==> src/output_trigger_and_pin_filter_regs.svh <==
// Notes on behaviour
// - Start trigger on selectable rising or falling edge
// - Start source: software, terminal, input triggers, internal
// - Routed start trigger is an active-high pulse
// - Active pause blocks every sample update
// - Pause never cuts a running sample update
// - Onboard clock resumes at once on unpause
// - Other clocks resume on next edge after unpause
// - Pause polarity is selectable, high or low
// - Pause source: terminal or internal signal
// - Each terminal has its own enabled filter
// - Level passes after N matching filter samples
// - Short, medium, high presets plus custom width
// - Presets sample fast or slow; custom clock
// - Filtering adds one filter clock period jitter
// - All terminal filters disabled after reset
// - Software start; delay option with onboard clock
// - Sample clock output is active high
`ifndef OUTPUT_TRIGGER_AND_PIN_FILTER_REGS_SVH
`define OUTPUT_TRIGGER_AND_PIN_FILTER_REGS_SVH

// Register byte offsets
`define OFS_CTRL       5'h00
`define OFS_CMD        5'h04
`define OFS_FLT_EN     5'h08
`define OFS_FLT_SET    5'h0C
`define OFS_CUSTOM     5'h10
`define OFS_TIMING     5'h14
`define OFS_PFT_LEVEL  5'h18

// Control fields
`define CTRL_TRIG_EN    0
`define CTRL_EDGE_FALL  1
`define CTRL_START_SRC  4
`define CTRL_PAUSE_EN   8
`define CTRL_PAUSE_HIGH 9
`define CTRL_PAUSE_SRC  12
`define CTRL_ONBOARD    16
`define CTRL_EXT_SRC    20
`define SRC_W           4

// Command and status bits
`define CMD_GO      0
`define CMD_SWTRIG  1
`define CMD_STOP    2
`define STAT_ARMED  0
`define STAT_RUN    1
`define STAT_PAUSED 2

// Reset values
`define CTRL_RST    32'h0001_0000
`define CUSTOM_RST  32'h0001_0001
`define TIMING_RST  32'h0000_0014
`define FLT_EN_RST  32'h0000_0000

// Timing figures, and sample counts derived from the system clock
`define CLK_PERIOD_PS   50000
`define CLK_PERIOD_NS   50
`define FLT_FAST_CLK_PS 12500
`define FLT_SLOW_CLK_NS 10000
`define FLT_SHORT_PS    112500
`define FLT_MED_PS      6400000
`define FLT_HIGH_NS     2560000
`define FLT_FAST_DIV    ((`FLT_FAST_CLK_PS + `CLK_PERIOD_PS - 1) / `CLK_PERIOD_PS)
`define FLT_FAST_PS     (`FLT_FAST_DIV * `CLK_PERIOD_PS)
`define FLT_SHORT_N     ((`FLT_SHORT_PS + `FLT_FAST_PS - 1) / `FLT_FAST_PS)
`define FLT_MED_N       ((`FLT_MED_PS + `FLT_FAST_PS - 1) / `FLT_FAST_PS)
`define FLT_SLOW_DIV    (`FLT_SLOW_CLK_NS / `CLK_PERIOD_NS)
`define FLT_HIGH_N      ((`FLT_HIGH_NS + `FLT_SLOW_CLK_NS - 1) / `FLT_SLOW_CLK_NS)
`define SAMPLE_HIGH     2

`endif

==> src/output_trigger_pkg.sv <==
package output_trigger_pkg;

	// Generation sequencing
	typedef enum logic [1:0] {ST_IDLE, ST_ARMED, ST_DELAY, ST_RUN} genState_t;

	// Per-terminal filter settings
	typedef enum logic [1:0] {FLT_SHORT, FLT_MED, FLT_HIGH, FLT_CUSTOM} fltSet_t;

endpackage

==> src/output_trigger_and_pin_filter.sv <==
// Added by the designer: the Avalon-MM interface to the registers and the register offsets.
`timescale 1ns/1ps
`default_nettype none
`include "output_trigger_and_pin_filter_regs.svh"

module output_trigger_and_pin_filter #(
	parameter int NPFT = 4,
	parameter int NINT = 2
) (
	// Clock and reset
	input  wire logic            clk,
	input  wire logic            nrst,
	// Avalon-MM slave
	input  wire logic [4:0]      address,
	input  wire logic            read,
	input  wire logic            write,
	input  wire logic [31:0]     writedata,
	output logic      [31:0]     readdata,
	output logic                 waitrequest,
	// Trigger and clock sources
	input  wire logic [NPFT-1:0] pftIn,
	input  wire logic            inputRefTrig,
	input  wire logic            inputStartTrig,
	input  wire logic [NINT-1:0] internalTrig,
	// Generation side
	output logic                 sampleClkOut,
	output logic                 sampleUpdate,
	output logic                 startTrigOut,
	output logic                 genRunning,
	output logic                 genPaused,
	output logic      [NPFT-1:0] pftFiltered
);
	import output_trigger_pkg::*;

	localparam int SRCW = 3 + NINT + NPFT;

	genState_t          st_r;
	logic [31:0]        ctrl_r;
	logic [31:0]        custom_r;
	logic [31:0]        timing_r;
	logic [NPFT-1:0]    fltEn_r;
	logic [2*NPFT-1:0]  fltSet_r;
	logic [NPFT-1:0]    filt_r;
	logic [15:0]        fltCnt_r [NPFT];
	logic [15:0]        fltDiv_r [NPFT];
	logic [NPFT-1:0]    fltTick;
	logic [15:0]        fltN     [NPFT];
	logic               waitreq_r;
	logic [31:0]        rdata_r;
	logic [31:0]        rdMux;
	logic               swTrig_r;
	logic               trigPrev_r;
	logic               extPrev_r;
	logic [15:0]        dlyCnt_r;
	logic [15:0]        obCnt_r;
	logic               pend_r;
	logic [3:0]         updCnt_r;
	logic               sampleClk_r;
	logic               sampleUpd_r;
	logic               startOut_r;
	logic               running_r;
	logic               paused_r;
	logic [SRCW-1:0]    srcVec;
	logic               wrCommit;
	logic               reqTake;
	logic               goCmd;
	logic               stopCmd;
	logic               trigLvl;
	logic               trigEdge;
	logic               extLvl;
	logic               extEdge;
	logic               pauseLvl;
	logic               obTick;
	logic               sampleStart;
	logic               enterGen;
	genState_t          afterStart;

	// Pick one source bit; out-of-range codes read as low
	function automatic logic selSrc(input logic [3:0] sel, input logic [SRCW-1:0] vec);
		logic v;
		v = 1'b0;
		if (32'(sel) < SRCW)
			v = vec[sel];
		return v;
	endfunction

	// Matching samples needed for a setting
	function automatic logic [15:0] filtLen(input logic [1:0] set, input logic [15:0] customN);
		logic [15:0] n;
		n = customN;
		unique case (fltSet_t'(set))
			FLT_SHORT: n = 16'(`FLT_SHORT_N);
			FLT_MED:   n = 16'(`FLT_MED_N);
			FLT_HIGH:  n = 16'(`FLT_HIGH_N);
			FLT_CUSTOM: n = (customN == 16'h0000) ? 16'h0001 : customN;
		endcase
		return n;
	endfunction

	// Filter clock divisor in system clocks for a setting
	function automatic logic [15:0] filtDiv(input logic [1:0] set, input logic [15:0] customDiv);
		logic [15:0] d;
		d = customDiv;
		unique case (fltSet_t'(set))
			FLT_SHORT, FLT_MED: d = 16'(`FLT_FAST_DIV);
			FLT_HIGH:           d = 16'(`FLT_SLOW_DIV);
			FLT_CUSTOM:         d = (customDiv == 16'h0000) ? 16'h0001 : customDiv;
		endcase
		return d;
	endfunction

	// Bus decode: one wait state, then the access completes
	assign reqTake  = (read || write) && waitreq_r;
	assign wrCommit = write && !waitreq_r;
	assign goCmd    = wrCommit && (address == `OFS_CMD) && writedata[`CMD_GO];
	assign stopCmd  = wrCommit && (address == `OFS_CMD) && writedata[`CMD_STOP];

	// Read mux; unmapped addresses read zero
	always_comb
	begin
		rdMux = 32'h0000_0000;
		unique case (address)
			`OFS_CTRL:      rdMux = ctrl_r;
			`OFS_CMD:       rdMux = {29'h0000_0000, paused_r, running_r, st_r == ST_ARMED};
			`OFS_FLT_EN:    rdMux = 32'(fltEn_r);
			`OFS_FLT_SET:   rdMux = 32'(fltSet_r);
			`OFS_CUSTOM:    rdMux = custom_r;
			`OFS_TIMING:    rdMux = timing_r;
			`OFS_PFT_LEVEL: rdMux = 32'(filt_r);
			default:        rdMux = 32'h0000_0000;
		endcase
	end

	// Waitrequest drops one cycle after a request; read data is ready then
	always_ff @(posedge clk)
	begin
		if (!nrst)
		begin
			waitreq_r <= 1'b1;
			rdata_r   <= 32'h0000_0000;
		end
		else if (reqTake)
		begin
			waitreq_r <= 1'b0;
			rdata_r   <= rdMux;
		end
		else
			waitreq_r <= 1'b1;
	end

	// Configuration registers
	always_ff @(posedge clk)
	begin
		if (!nrst)
		begin
			ctrl_r   <= `CTRL_RST;
			custom_r <= `CUSTOM_RST;
			timing_r <= `TIMING_RST;
			fltEn_r  <= NPFT'(`FLT_EN_RST);
			fltSet_r <= '0;
		end
		else if (wrCommit)
		begin
			unique case (address)
				`OFS_CTRL:    ctrl_r   <= writedata;
				`OFS_FLT_EN:  fltEn_r  <= writedata[NPFT-1:0];
				`OFS_FLT_SET: fltSet_r <= writedata[2*NPFT-1:0];
				`OFS_CUSTOM:  custom_r <= writedata;
				`OFS_TIMING:  timing_r <= writedata;
				default:      ;
			endcase
		end
	end

	// Software trigger pulse, one cycle
	always_ff @(posedge clk)
	begin
		if (!nrst)
			swTrig_r <= 1'b0;
		else
			swTrig_r <= wrCommit && (address == `OFS_CMD) && writedata[`CMD_SWTRIG];
	end

	// Filter clock ticks and required sample counts per terminal
	always_comb
	begin
		for (int i = 0; i < NPFT; i++)
		begin
			fltTick[i] = (fltDiv_r[i] == 16'h0000);
			fltN[i]    = filtLen(fltSet_r[2*i +: 2], custom_r[31:16]);
		end
	end

	// Debounce: a new level must be seen on N filter ticks in a row
	// Waiting for a tick costs up to one filter period of jitter
	always_ff @(posedge clk)
	begin
		if (!nrst)
		begin
			filt_r <= '0;
			for (int i = 0; i < NPFT; i++)
			begin
				fltCnt_r[i] <= 16'h0000;
				fltDiv_r[i] <= 16'h0000;
			end
		end
		else
		begin
			for (int i = 0; i < NPFT; i++)
			begin
				if (!fltEn_r[i])
				begin
					filt_r[i]   <= pftIn[i];
					fltCnt_r[i] <= 16'h0000;
					fltDiv_r[i] <= 16'h0000;
				end
				else
				begin
					fltDiv_r[i] <= fltTick[i] ? filtDiv(fltSet_r[2*i +: 2], custom_r[15:0]) - 16'h0001
						: fltDiv_r[i] - 16'h0001;
					if (fltTick[i])
					begin
						if (pftIn[i] == filt_r[i])
							fltCnt_r[i] <= 16'h0000;
						else if (fltCnt_r[i] + 16'h0001 >= fltN[i])
						begin
							filt_r[i]   <= pftIn[i];
							fltCnt_r[i] <= 16'h0000;
						end
						else
							fltCnt_r[i] <= fltCnt_r[i] + 16'h0001;
					end
				end
			end
		end
	end

	// Source selection shared by start, pause and external clock
	assign srcVec   = {filt_r, internalTrig, inputStartTrig, inputRefTrig, swTrig_r};
	assign trigLvl  = selSrc(ctrl_r[`CTRL_START_SRC +: `SRC_W], srcVec);
	assign pauseLvl = ctrl_r[`CTRL_PAUSE_EN]
		&& (selSrc(ctrl_r[`CTRL_PAUSE_SRC +: `SRC_W], srcVec) == ctrl_r[`CTRL_PAUSE_HIGH]);
	assign extLvl   = selSrc(ctrl_r[`CTRL_EXT_SRC +: `SRC_W], srcVec);
	assign trigEdge = ctrl_r[`CTRL_EDGE_FALL] ? (trigPrev_r && !trigLvl) : (!trigPrev_r && trigLvl);
	assign extEdge  = extLvl && !extPrev_r;

	// Edge history
	always_ff @(posedge clk)
	begin
		if (!nrst)
		begin
			trigPrev_r <= 1'b0;
			extPrev_r  <= 1'b0;
		end
		else
		begin
			trigPrev_r <= trigLvl;
			extPrev_r  <= extLvl;
		end
	end

	// Delay applies only with the onboard clock
	assign afterStart = (ctrl_r[`CTRL_ONBOARD] && timing_r[31:16] != 16'h0000) ? ST_DELAY : ST_RUN;
	assign enterGen   = !stopCmd && ((st_r == ST_IDLE && goCmd && !ctrl_r[`CTRL_TRIG_EN])
		|| (st_r == ST_ARMED && trigEdge));

	// Generation sequencing
	always_ff @(posedge clk)
	begin
		if (!nrst)
			st_r <= ST_IDLE;
		else if (stopCmd)
			st_r <= ST_IDLE;
		else
		begin
			unique case (st_r)
				ST_IDLE:
					if (goCmd)
						st_r <= ctrl_r[`CTRL_TRIG_EN] ? ST_ARMED : afterStart;
				ST_ARMED:
					if (trigEdge)
						st_r <= afterStart;
				ST_DELAY:
					if (dlyCnt_r == 16'h0000)
						st_r <= ST_RUN;
				ST_RUN:
					st_r <= ST_RUN;
			endcase
		end
	end

	// Start-to-first-sample delay counter
	always_ff @(posedge clk)
	begin
		if (!nrst)
			dlyCnt_r <= 16'h0000;
		else if (enterGen)
			dlyCnt_r <= timing_r[31:16] - 16'h0001;
		else if (st_r == ST_DELAY && dlyCnt_r != 16'h0000)
			dlyCnt_r <= dlyCnt_r - 16'h0001;
	end

	// Routed start trigger: one-cycle high pulse
	always_ff @(posedge clk)
	begin
		if (!nrst)
			startOut_r <= 1'b0;
		else
			startOut_r <= st_r == ST_ARMED && trigEdge && !stopCmd;
	end

	// Onboard sample clock divider, first tick on entering run
	assign obTick = ctrl_r[`CTRL_ONBOARD] && st_r == ST_RUN && obCnt_r == 16'h0000;

	always_ff @(posedge clk)
	begin
		if (!nrst || st_r != ST_RUN)
			obCnt_r <= 16'h0000;
		else if (obTick)
			obCnt_r <= (timing_r[15:0] == 16'h0000) ? 16'h0000 : timing_r[15:0] - 16'h0001;
		else
			obCnt_r <= obCnt_r - 16'h0001;
	end

	// Onboard ticks held off by pause are kept so the clock resumes at once
	always_ff @(posedge clk)
	begin
		if (!nrst || st_r != ST_RUN)
			pend_r <= 1'b0;
		else if (sampleStart)
			pend_r <= 1'b0;
		else if (obTick && pauseLvl)
			pend_r <= 1'b1;
	end

	// Pause is checked only when a sample begins, never mid-sample
	// External edges seen while paused are dropped on purpose
	assign sampleStart = st_r == ST_RUN && !pauseLvl && !sampleClk_r
		&& (ctrl_r[`CTRL_ONBOARD] ? (obTick || pend_r) : extEdge);

	// Sample clock out, active high for a fixed update time
	always_ff @(posedge clk)
	begin
		if (!nrst)
		begin
			sampleClk_r <= 1'b0;
			updCnt_r    <= 4'h0;
		end
		else if (sampleStart)
		begin
			sampleClk_r <= 1'b1;
			updCnt_r    <= 4'(`SAMPLE_HIGH - 1);
		end
		else if (updCnt_r != 4'h0)
			updCnt_r <= updCnt_r - 4'h1;
		else
			sampleClk_r <= 1'b0;
	end

	// Status flags
	always_ff @(posedge clk)
	begin
		if (!nrst)
		begin
			sampleUpd_r <= 1'b0;
			running_r   <= 1'b0;
			paused_r    <= 1'b0;
		end
		else
		begin
			sampleUpd_r <= sampleStart;
			running_r   <= st_r == ST_RUN;
			paused_r    <= st_r == ST_RUN && pauseLvl;
		end
	end

	assign readdata     = rdata_r;
	assign waitrequest  = waitreq_r;
	assign sampleClkOut = sampleClk_r;
	assign sampleUpdate = sampleUpd_r;
	assign startTrigOut = startOut_r;
	assign genRunning   = running_r;
	assign genPaused    = paused_r;
	assign pftFiltered  = filt_r;
endmodule
`default_nettype wire

==> config.mk <==
export PLATFORM = sky130hd
export DESIGN_NAME = output_trigger_and_pin_filter
export DESIGN_NICKNAME = d
export VERILOG_FILES = /design/src/output_trigger_pkg.sv /design/src/output_trigger_and_pin_filter.sv
export VERILOG_INCLUDE_DIRS = /design/src
export SDC_FILE = /design/constraint.sdc
export NUM_CORES = 1
export LEC_CHECK = 0
export BUFFER_PORTS_ARGS = -buffer_cell sky130_fd_sc_hd__buf_2
export CORE_UTILIZATION = 29
export CTS_BUF_LIST = sky130_fd_sc_hd__clkbuf_8
export DETAILED_ROUTE_END_ITERATION = 7
export GPL_TIMING_DRIVEN = 0
export PLACE_DENSITY = 0.51
export SLEW_MARGIN = 10
export SYNTH_ARGS = -nofsm -noshare
export SYNTH_HDL_FRONTEND = slang
export SYNTH_SLANG_ARGS = --single-unit
export TNS_END_PERCENT = 1
==> constraint.sdc <==
create_clock -name clk -period 4.73 [get_ports clk]
set_input_delay 1.419 -clock clk [delete_from_list [all_inputs] [get_ports clk]]
set_output_delay 1.419 -clock clk [all_outputs]
set_load 0.05 [all_outputs]
; Word level (Yosys, flattened, before mapping)
; Memory sizes are Yosys's and may differ from the RTL's.
; Cells that the tools add are included.
[op_classes]
add_sub_neg = 17
n_lt_le_gt_ge = 10
n_eq_ne = 43
mux = 182
bitwise = 25
reduce_logical = 74
[op_table]
columns = operator, n
row1 = 16-bit two-way mux, 42
row2 = 16-bit one-hot mux with 4 select lines, 4
row3 = 32-bit one-hot mux with 7 select lines, 1
row4 = 16-bit one-hot mux with 3 select lines, 4
row5 = "16-bit by 1-bit subtractor with 16-bit output, second input constant", 12
row6 = 16-bit zero test, 9
row7 = 1-bit two-way mux, 123
row8 = "16-bit by 1-bit adder with 16-bit output, second input constant", 4
row9 = 16-bit greater-or-equal comparator, 4
row10 = 16-bit nonzero test, 2
row11 = 1-bit logical AND, 24
row12 = 1-bit bitwise OR, 24
row13 = "2-bit equality test, second input constant", 10
row14 = "2-bit != test, second input constant", 9
row15 = "2-bit by 1-bit != test with 1-bit output, second input constant", 8
row16 = "5-bit equality test, second input constant", 3
row17 = "4-bit by 5-bit less-than comparator with 1-bit output, second input constant", 3
row18 = 3-bit AND reduction, 5
row19 = 2-bit OR reduction, 7
row20 = 1-bit binary-select mux with 4-bit select, 3
row21 = "4-bit less-than comparator, second input constant", 3
row22 = "2-bit by 1-bit equality test with 1-bit output, second input constant", 5
row23 = "5-bit by 4-bit equality test with 1-bit output, second input constant", 2
row24 = 2-bit zero test, 5
row25 = other kinds (12), 35
[totals]
register_bits = 192
mem_bits_rw = 128
output_inout_bits = 42
mem_count = 2
[memory_table]
columns = name, words, width, read_ports, rd_ports_with_merged_regs, write_ports, line_no
row1 = fltCnt_r, 4, 16, 4, 0, 4, output_trigger_and_pin_filter.sv:44  ; logic [15:0] fltCnt_r [NPFT];
row2 = fltDiv_r, 4, 16, 4, 0, 4, output_trigger_and_pin_filter.sv:45  ; logic [15:0] fltDiv_r [NPFT];

; Longest topological paths before layout
[depth]
word_depth = 12
depth_mapped = 15
ltp_nobuf = 14

; Worst setup path before layout
; Ideal clock, no wire load.
[synth_path]
path_kind = in2reg
from = input port address[1]
to = register dlyCnt_r[14]
arrival_ns = 4.433
setup_slack_ns = 0.181
cell_stages = 13
path_buffers = 1
cell_sequence = nor4b_2 nor3b_2 nand2_1 o32a_1 a221oi_4 buf_2 mux2i_1 ha_1 nand2_1 a2111o_1 nor3_1 xor2_1 o211a_1
[synth_via]
elab_chain_cells = 8
[synth_lines]
columns = item, line_no
row1 = start: declaration, output_trigger_and_pin_filter.sv:14  ; input wire logic [4:0] address,
row2 = 5-bit by 3-bit equality test with 1-bit output *, --
row3 = 1-bit logical AND *, "output_trigger_and_pin_filter.sv:115, output_trigger_and_pin_filter.sv:116"
row4 = 1-bit logical AND, output_trigger_and_pin_filter.sv:115  ; assign goCmd = wrCommit && (address == `OFS_CMD) && writedata[`CMD_GO];
row5 = 1-bit logical AND (2 in series), output_trigger_and_pin_filter.sv:264  ; assign enterGen = !stopCmd && ((st_r == ST_IDLE && goCmd && !ctrl_r[`CTRL_TRIG_EN])
row6 = 1-bit logical OR, output_trigger_and_pin_filter.sv:264
row7 = 1-bit logical AND *, output_trigger_and_pin_filter.sv:264
row8 = 16-bit two-way mux / 2-bit nonzero test (equally long branches), --
row9 = end signal: assignment, output_trigger_and_pin_filter.sv:298  ; dlyCnt_r <= timing_r[31:16] - 16'h0001;
row10 = end signal: assignment, output_trigger_and_pin_filter.sv:300  ; dlyCnt_r <= dlyCnt_r - 16'h0001;
row11 = end: declaration, output_trigger_and_pin_filter.sv:54  ; logic [15:0] dlyCnt_r;
; Every way passes the cells marked *; elsewhere a longest branch is shown, timed or not.
; A chain may end at the register's enable or synchronous reset.

; Worst setup path after layout
[layout_path]
from = input port address[2]
to = register dlyCnt_r[10]
; The elaborated chain is that of the path after synthesis.

==> impl_metrics.tcl <==
set metrics [dict create \
    route.met3.wl_mm 4.61 \
    slew_viol_final 0 \
    slew_headroom_pct 24.4 \
    drt.antenna.violating_nets 0 \
    overflow 0 \
    cap_violations 0 \
    post_synth_inst_count 2185 \
    grt_pass1_vias 17000 \
    netlist-cell-type-count 86 \
    path_cells "buf_2 -> nor4b_2 -> nor3b_4 -> nand2_1 -> o32a_1 -> a221oi_4 -> buf_2 -> mux2i_1 -> ha_1 -> nand2_1 -> a2111o_1 -> nor2_1 -> xor2_1 -> nor2_1 -> a211oi_1" \
    top_layer "met5" \
    fin_setup_tns_ns 0 \
    area_delta_synth_final_pct 16.0 \
    io-pin-count 91 \
    post-route-drc-count 0 \
    rows 92 \
    floorplan.die_area_sq_um 65600 \
    dr.pass1.iters 6 \
    crit_path_top_delay_cell "a2111o_1" \
    path_class "input pin to flip-flop" \
    cts.sinks 320 \
    worst_pin_slew_ns 1.13 \
    nets 2524 \
    num_vias 17400 \
    grt_pass1_wl_mm 101 \
    wl_met1_mm 29.7 \
    start_util_pct 29.5 \
    critPathArrivalTime_ns 5.15 \
    path_delay_family "compound AO/OA/AOI/OAI gates" \
    fillerInstances 6616 \
    cts_tree "built" \
    timing.critical_path.buf_inv 2 \
    vdd_drop_max_v 0.000166 \
    p_leak_nw 8.36 \
    fin_ws_ns 0.211 \
    post-place-ws_ns -0.644 \
    antenna_found_initial 5 \
    portBuffers 88 \
    dr_wl_met2_mm 29.7 \
    vias_per_cell 5.27 \
    root_buffer "clkbuf_8" \
    cts_buffers 59 \
    routed_wl_mm 65.9 \
    synth_flop_cell "dfxtp_1" \
    htree_levels 2 \
    routabilityCongestion 0.917 \
    fp.dieW_um 256 \
    max_stage_delay_ns 0.46 \
    path_clk_slew_ns 0.06 \
    hold_path_class "flip-flop to flip-flop" \
    ys_seq_area_share_pct 41.0 \
    p_total_mw 6.09 \
    crit_fanout 10 \
    synth-edff-count 128 \
    core_area_sq_um 63400 \
    p_per_area_nw_per_um2 280 \
    grt_usage_pct 19.7 \
    critical_path_required_ns 5.36 \
    skew_ns 0.0744 \
    drt-initial-drc-count 1501 \
    netlist_area_sq_um 18700 \
    die_height_um 256 \
    hpwl_mm 49.9 \
    clk_path_buf_depth 3 \
    grt_setup_unrepaired "true" \
    finalCritPeriodShare_pct 95.5 \
    insertion_delay_ns 0.73 \
    max_freq_mhz 221 \
    grt_start_max_net_pins 19 \
    run_status "complete, no violations" \
    drive_above_1_share_pct 9.57 \
    synth.avg_cell_area_sq_um 8.57 \
    post_drt_wl_per_cell_um 20.0 \
    critPathCaptureType "flip-flop" \
    period_minus_slack_ns 4.52 \
    ys_ff_latch 320 \
    fin_util_pct 34.3 \
    setup_viol 0 \
    hold_viol 0 \
    hold_buffers 0 \
    worstSetupStartpointType "input pin" \
    async_reset_ff_share_pct 0 \
    synth_warnings 0 \
]
path summary, 6_finish.rpt:
kind                     from         endpoint  slack (ns)  depth (start not counted)
setup / recovery   address[2]     dlyCnt_r[10]        0.21                         15
hold reg to reg    ctrl_r[10]       ctrl_r[10]        0.46                          2
setup reg to reg  fltSet_r[6]  fltCnt_r[3][12]        0.23                         13
hold / removal     ctrl_r[10]       ctrl_r[10]        0.46                          2
power by group:
group	internal [mW]	switching, mW	leakage [nW]
clock network	1.47	1.30	0.716
logic	0.127	0.250	4.65
registers	2.90	0.0440	3.00
total	4.50	1.59	8.36
tightest hold or removal path, cell delays in order, from the launching register on:
cell     delay (ns)
dfxtp_1        0.31
nand2_1        0.05
a21oi_1        0.05
synthesized netlist by cell type (18+ instances only):
cell | instances | area, sq um
nand4_1 | 18 | 113
nor2_1 | 236 | 886
nand2_1 | 337 | 1260
a211oi_1 | 19 | 143
nor3_1 | 49 | 245
o21ai_0 | 49 | 245
a22o_1 | 48 | 420
a21o_1 | 31 | 233
inv_1 | 39 | 146
dfxtp_1 | 192 | 3840
ha_1 | 77 | 963
a22oi_1 | 48 | 360
clkbuf_1 | 105 | 394
xnor2_1 | 79 | 692
nand3_1 | 78 | 390
and3_1 | 39 | 244
a21oi_1 | 180 | 901
nor2b_1 | 69 | 432
edfxtp_1 | 128 | 3840
xor2_1 | 64 | 561
nor4_1 | 39 | 244
metrics by stage:
step	hold slack (ns)	cell area, sq um	cells
final	0.457	21700	3293
after global routing	0.476	21700	3293
after CTS	0.458	21700	3292
after detailed placement	0.450	20500	3183
after global placement	0.442	20500	3182
after floorplan	0.436	19000	2248
layer usage:
metal  vias up  track usage (%)
met4         4             6.14
li1       8253                -
met2       597             31.6
met3       122             3.57
met1      8389             26.8
met5         -                0
cells in the final DEF (no fill, tap or decap), types with 13 or more instances in the layout:
cell type,n
o21ai_0,48
buf_2,102
nor2_1,233
nand3_1,78
nor3_1,49
dfxtp_1,192
xnor2_1,79
nand4_1,18
nor2b_1,69
clkbuf_1,104
edfxtp_1,128
nor4_1,38
nand2_1,337
mux2i_1,13
a31oi_1,13
ha_1,77
a211oi_1,19
and3_1,39
a21oi_1,180
conb_1,64
or3_1,14
inv_1,62
xor2_1,64
nand2b_1,17
a22o_1,48
a21o_1,31
or4_1,15
clkbuf_8,74
a22oi_1,48
what timing repair did:
item	4_1_cts	5_1_grt
resized for setup	1	4
pin swaps	0	0
endpoints found under the setup margin	10	33
buffers inserted	0	1
kinds of logic after synthesis:
| logic type | share of synthesized area (%) |
|---|---|
| mux | 1.48 |
| buf+inv | 3.46 |
| compound gates | 17.4 |
| xor+xnor | 6.69 |
| other cells | 0.0200 |
| simple gates | 24.8 |
| flops | 41.0 |
| fa+ha+maj | 5.14 |
final cells by class:
class | count | area (sq um) | share of cell area, %
multi-input combinational | 1765 | 10700 | 49.1
sequential | 320 | 7690 | 35.4
tap | 846 | 1060 | 4.87
clock buffer | 74 | 1020 | 4.69
buffer | 122 | 494 | 2.28
timing repair buffer | 90 | 455 | 2.10
clock inverter | 35 | 200 | 0.922
inverter | 40 | 150 | 0.691
antenna | 1 | 2.50 | 0.0115
sequential cells by signal, indices dropped and copies added (netlist names), 8 cells and up:
| name | cells |
|---|---|
| obCnt_r | 16 |
| fltCnt_r | 64 |
| dlyCnt_r | 16 |
| readdata | 32 |
| custom_r | 32 |
| fltSet_r | 8 |
| ctrl_r | 32 |
| fltDiv_r | 64 |
| timing_r | 32 |
(Power assumes the default switching activity.)
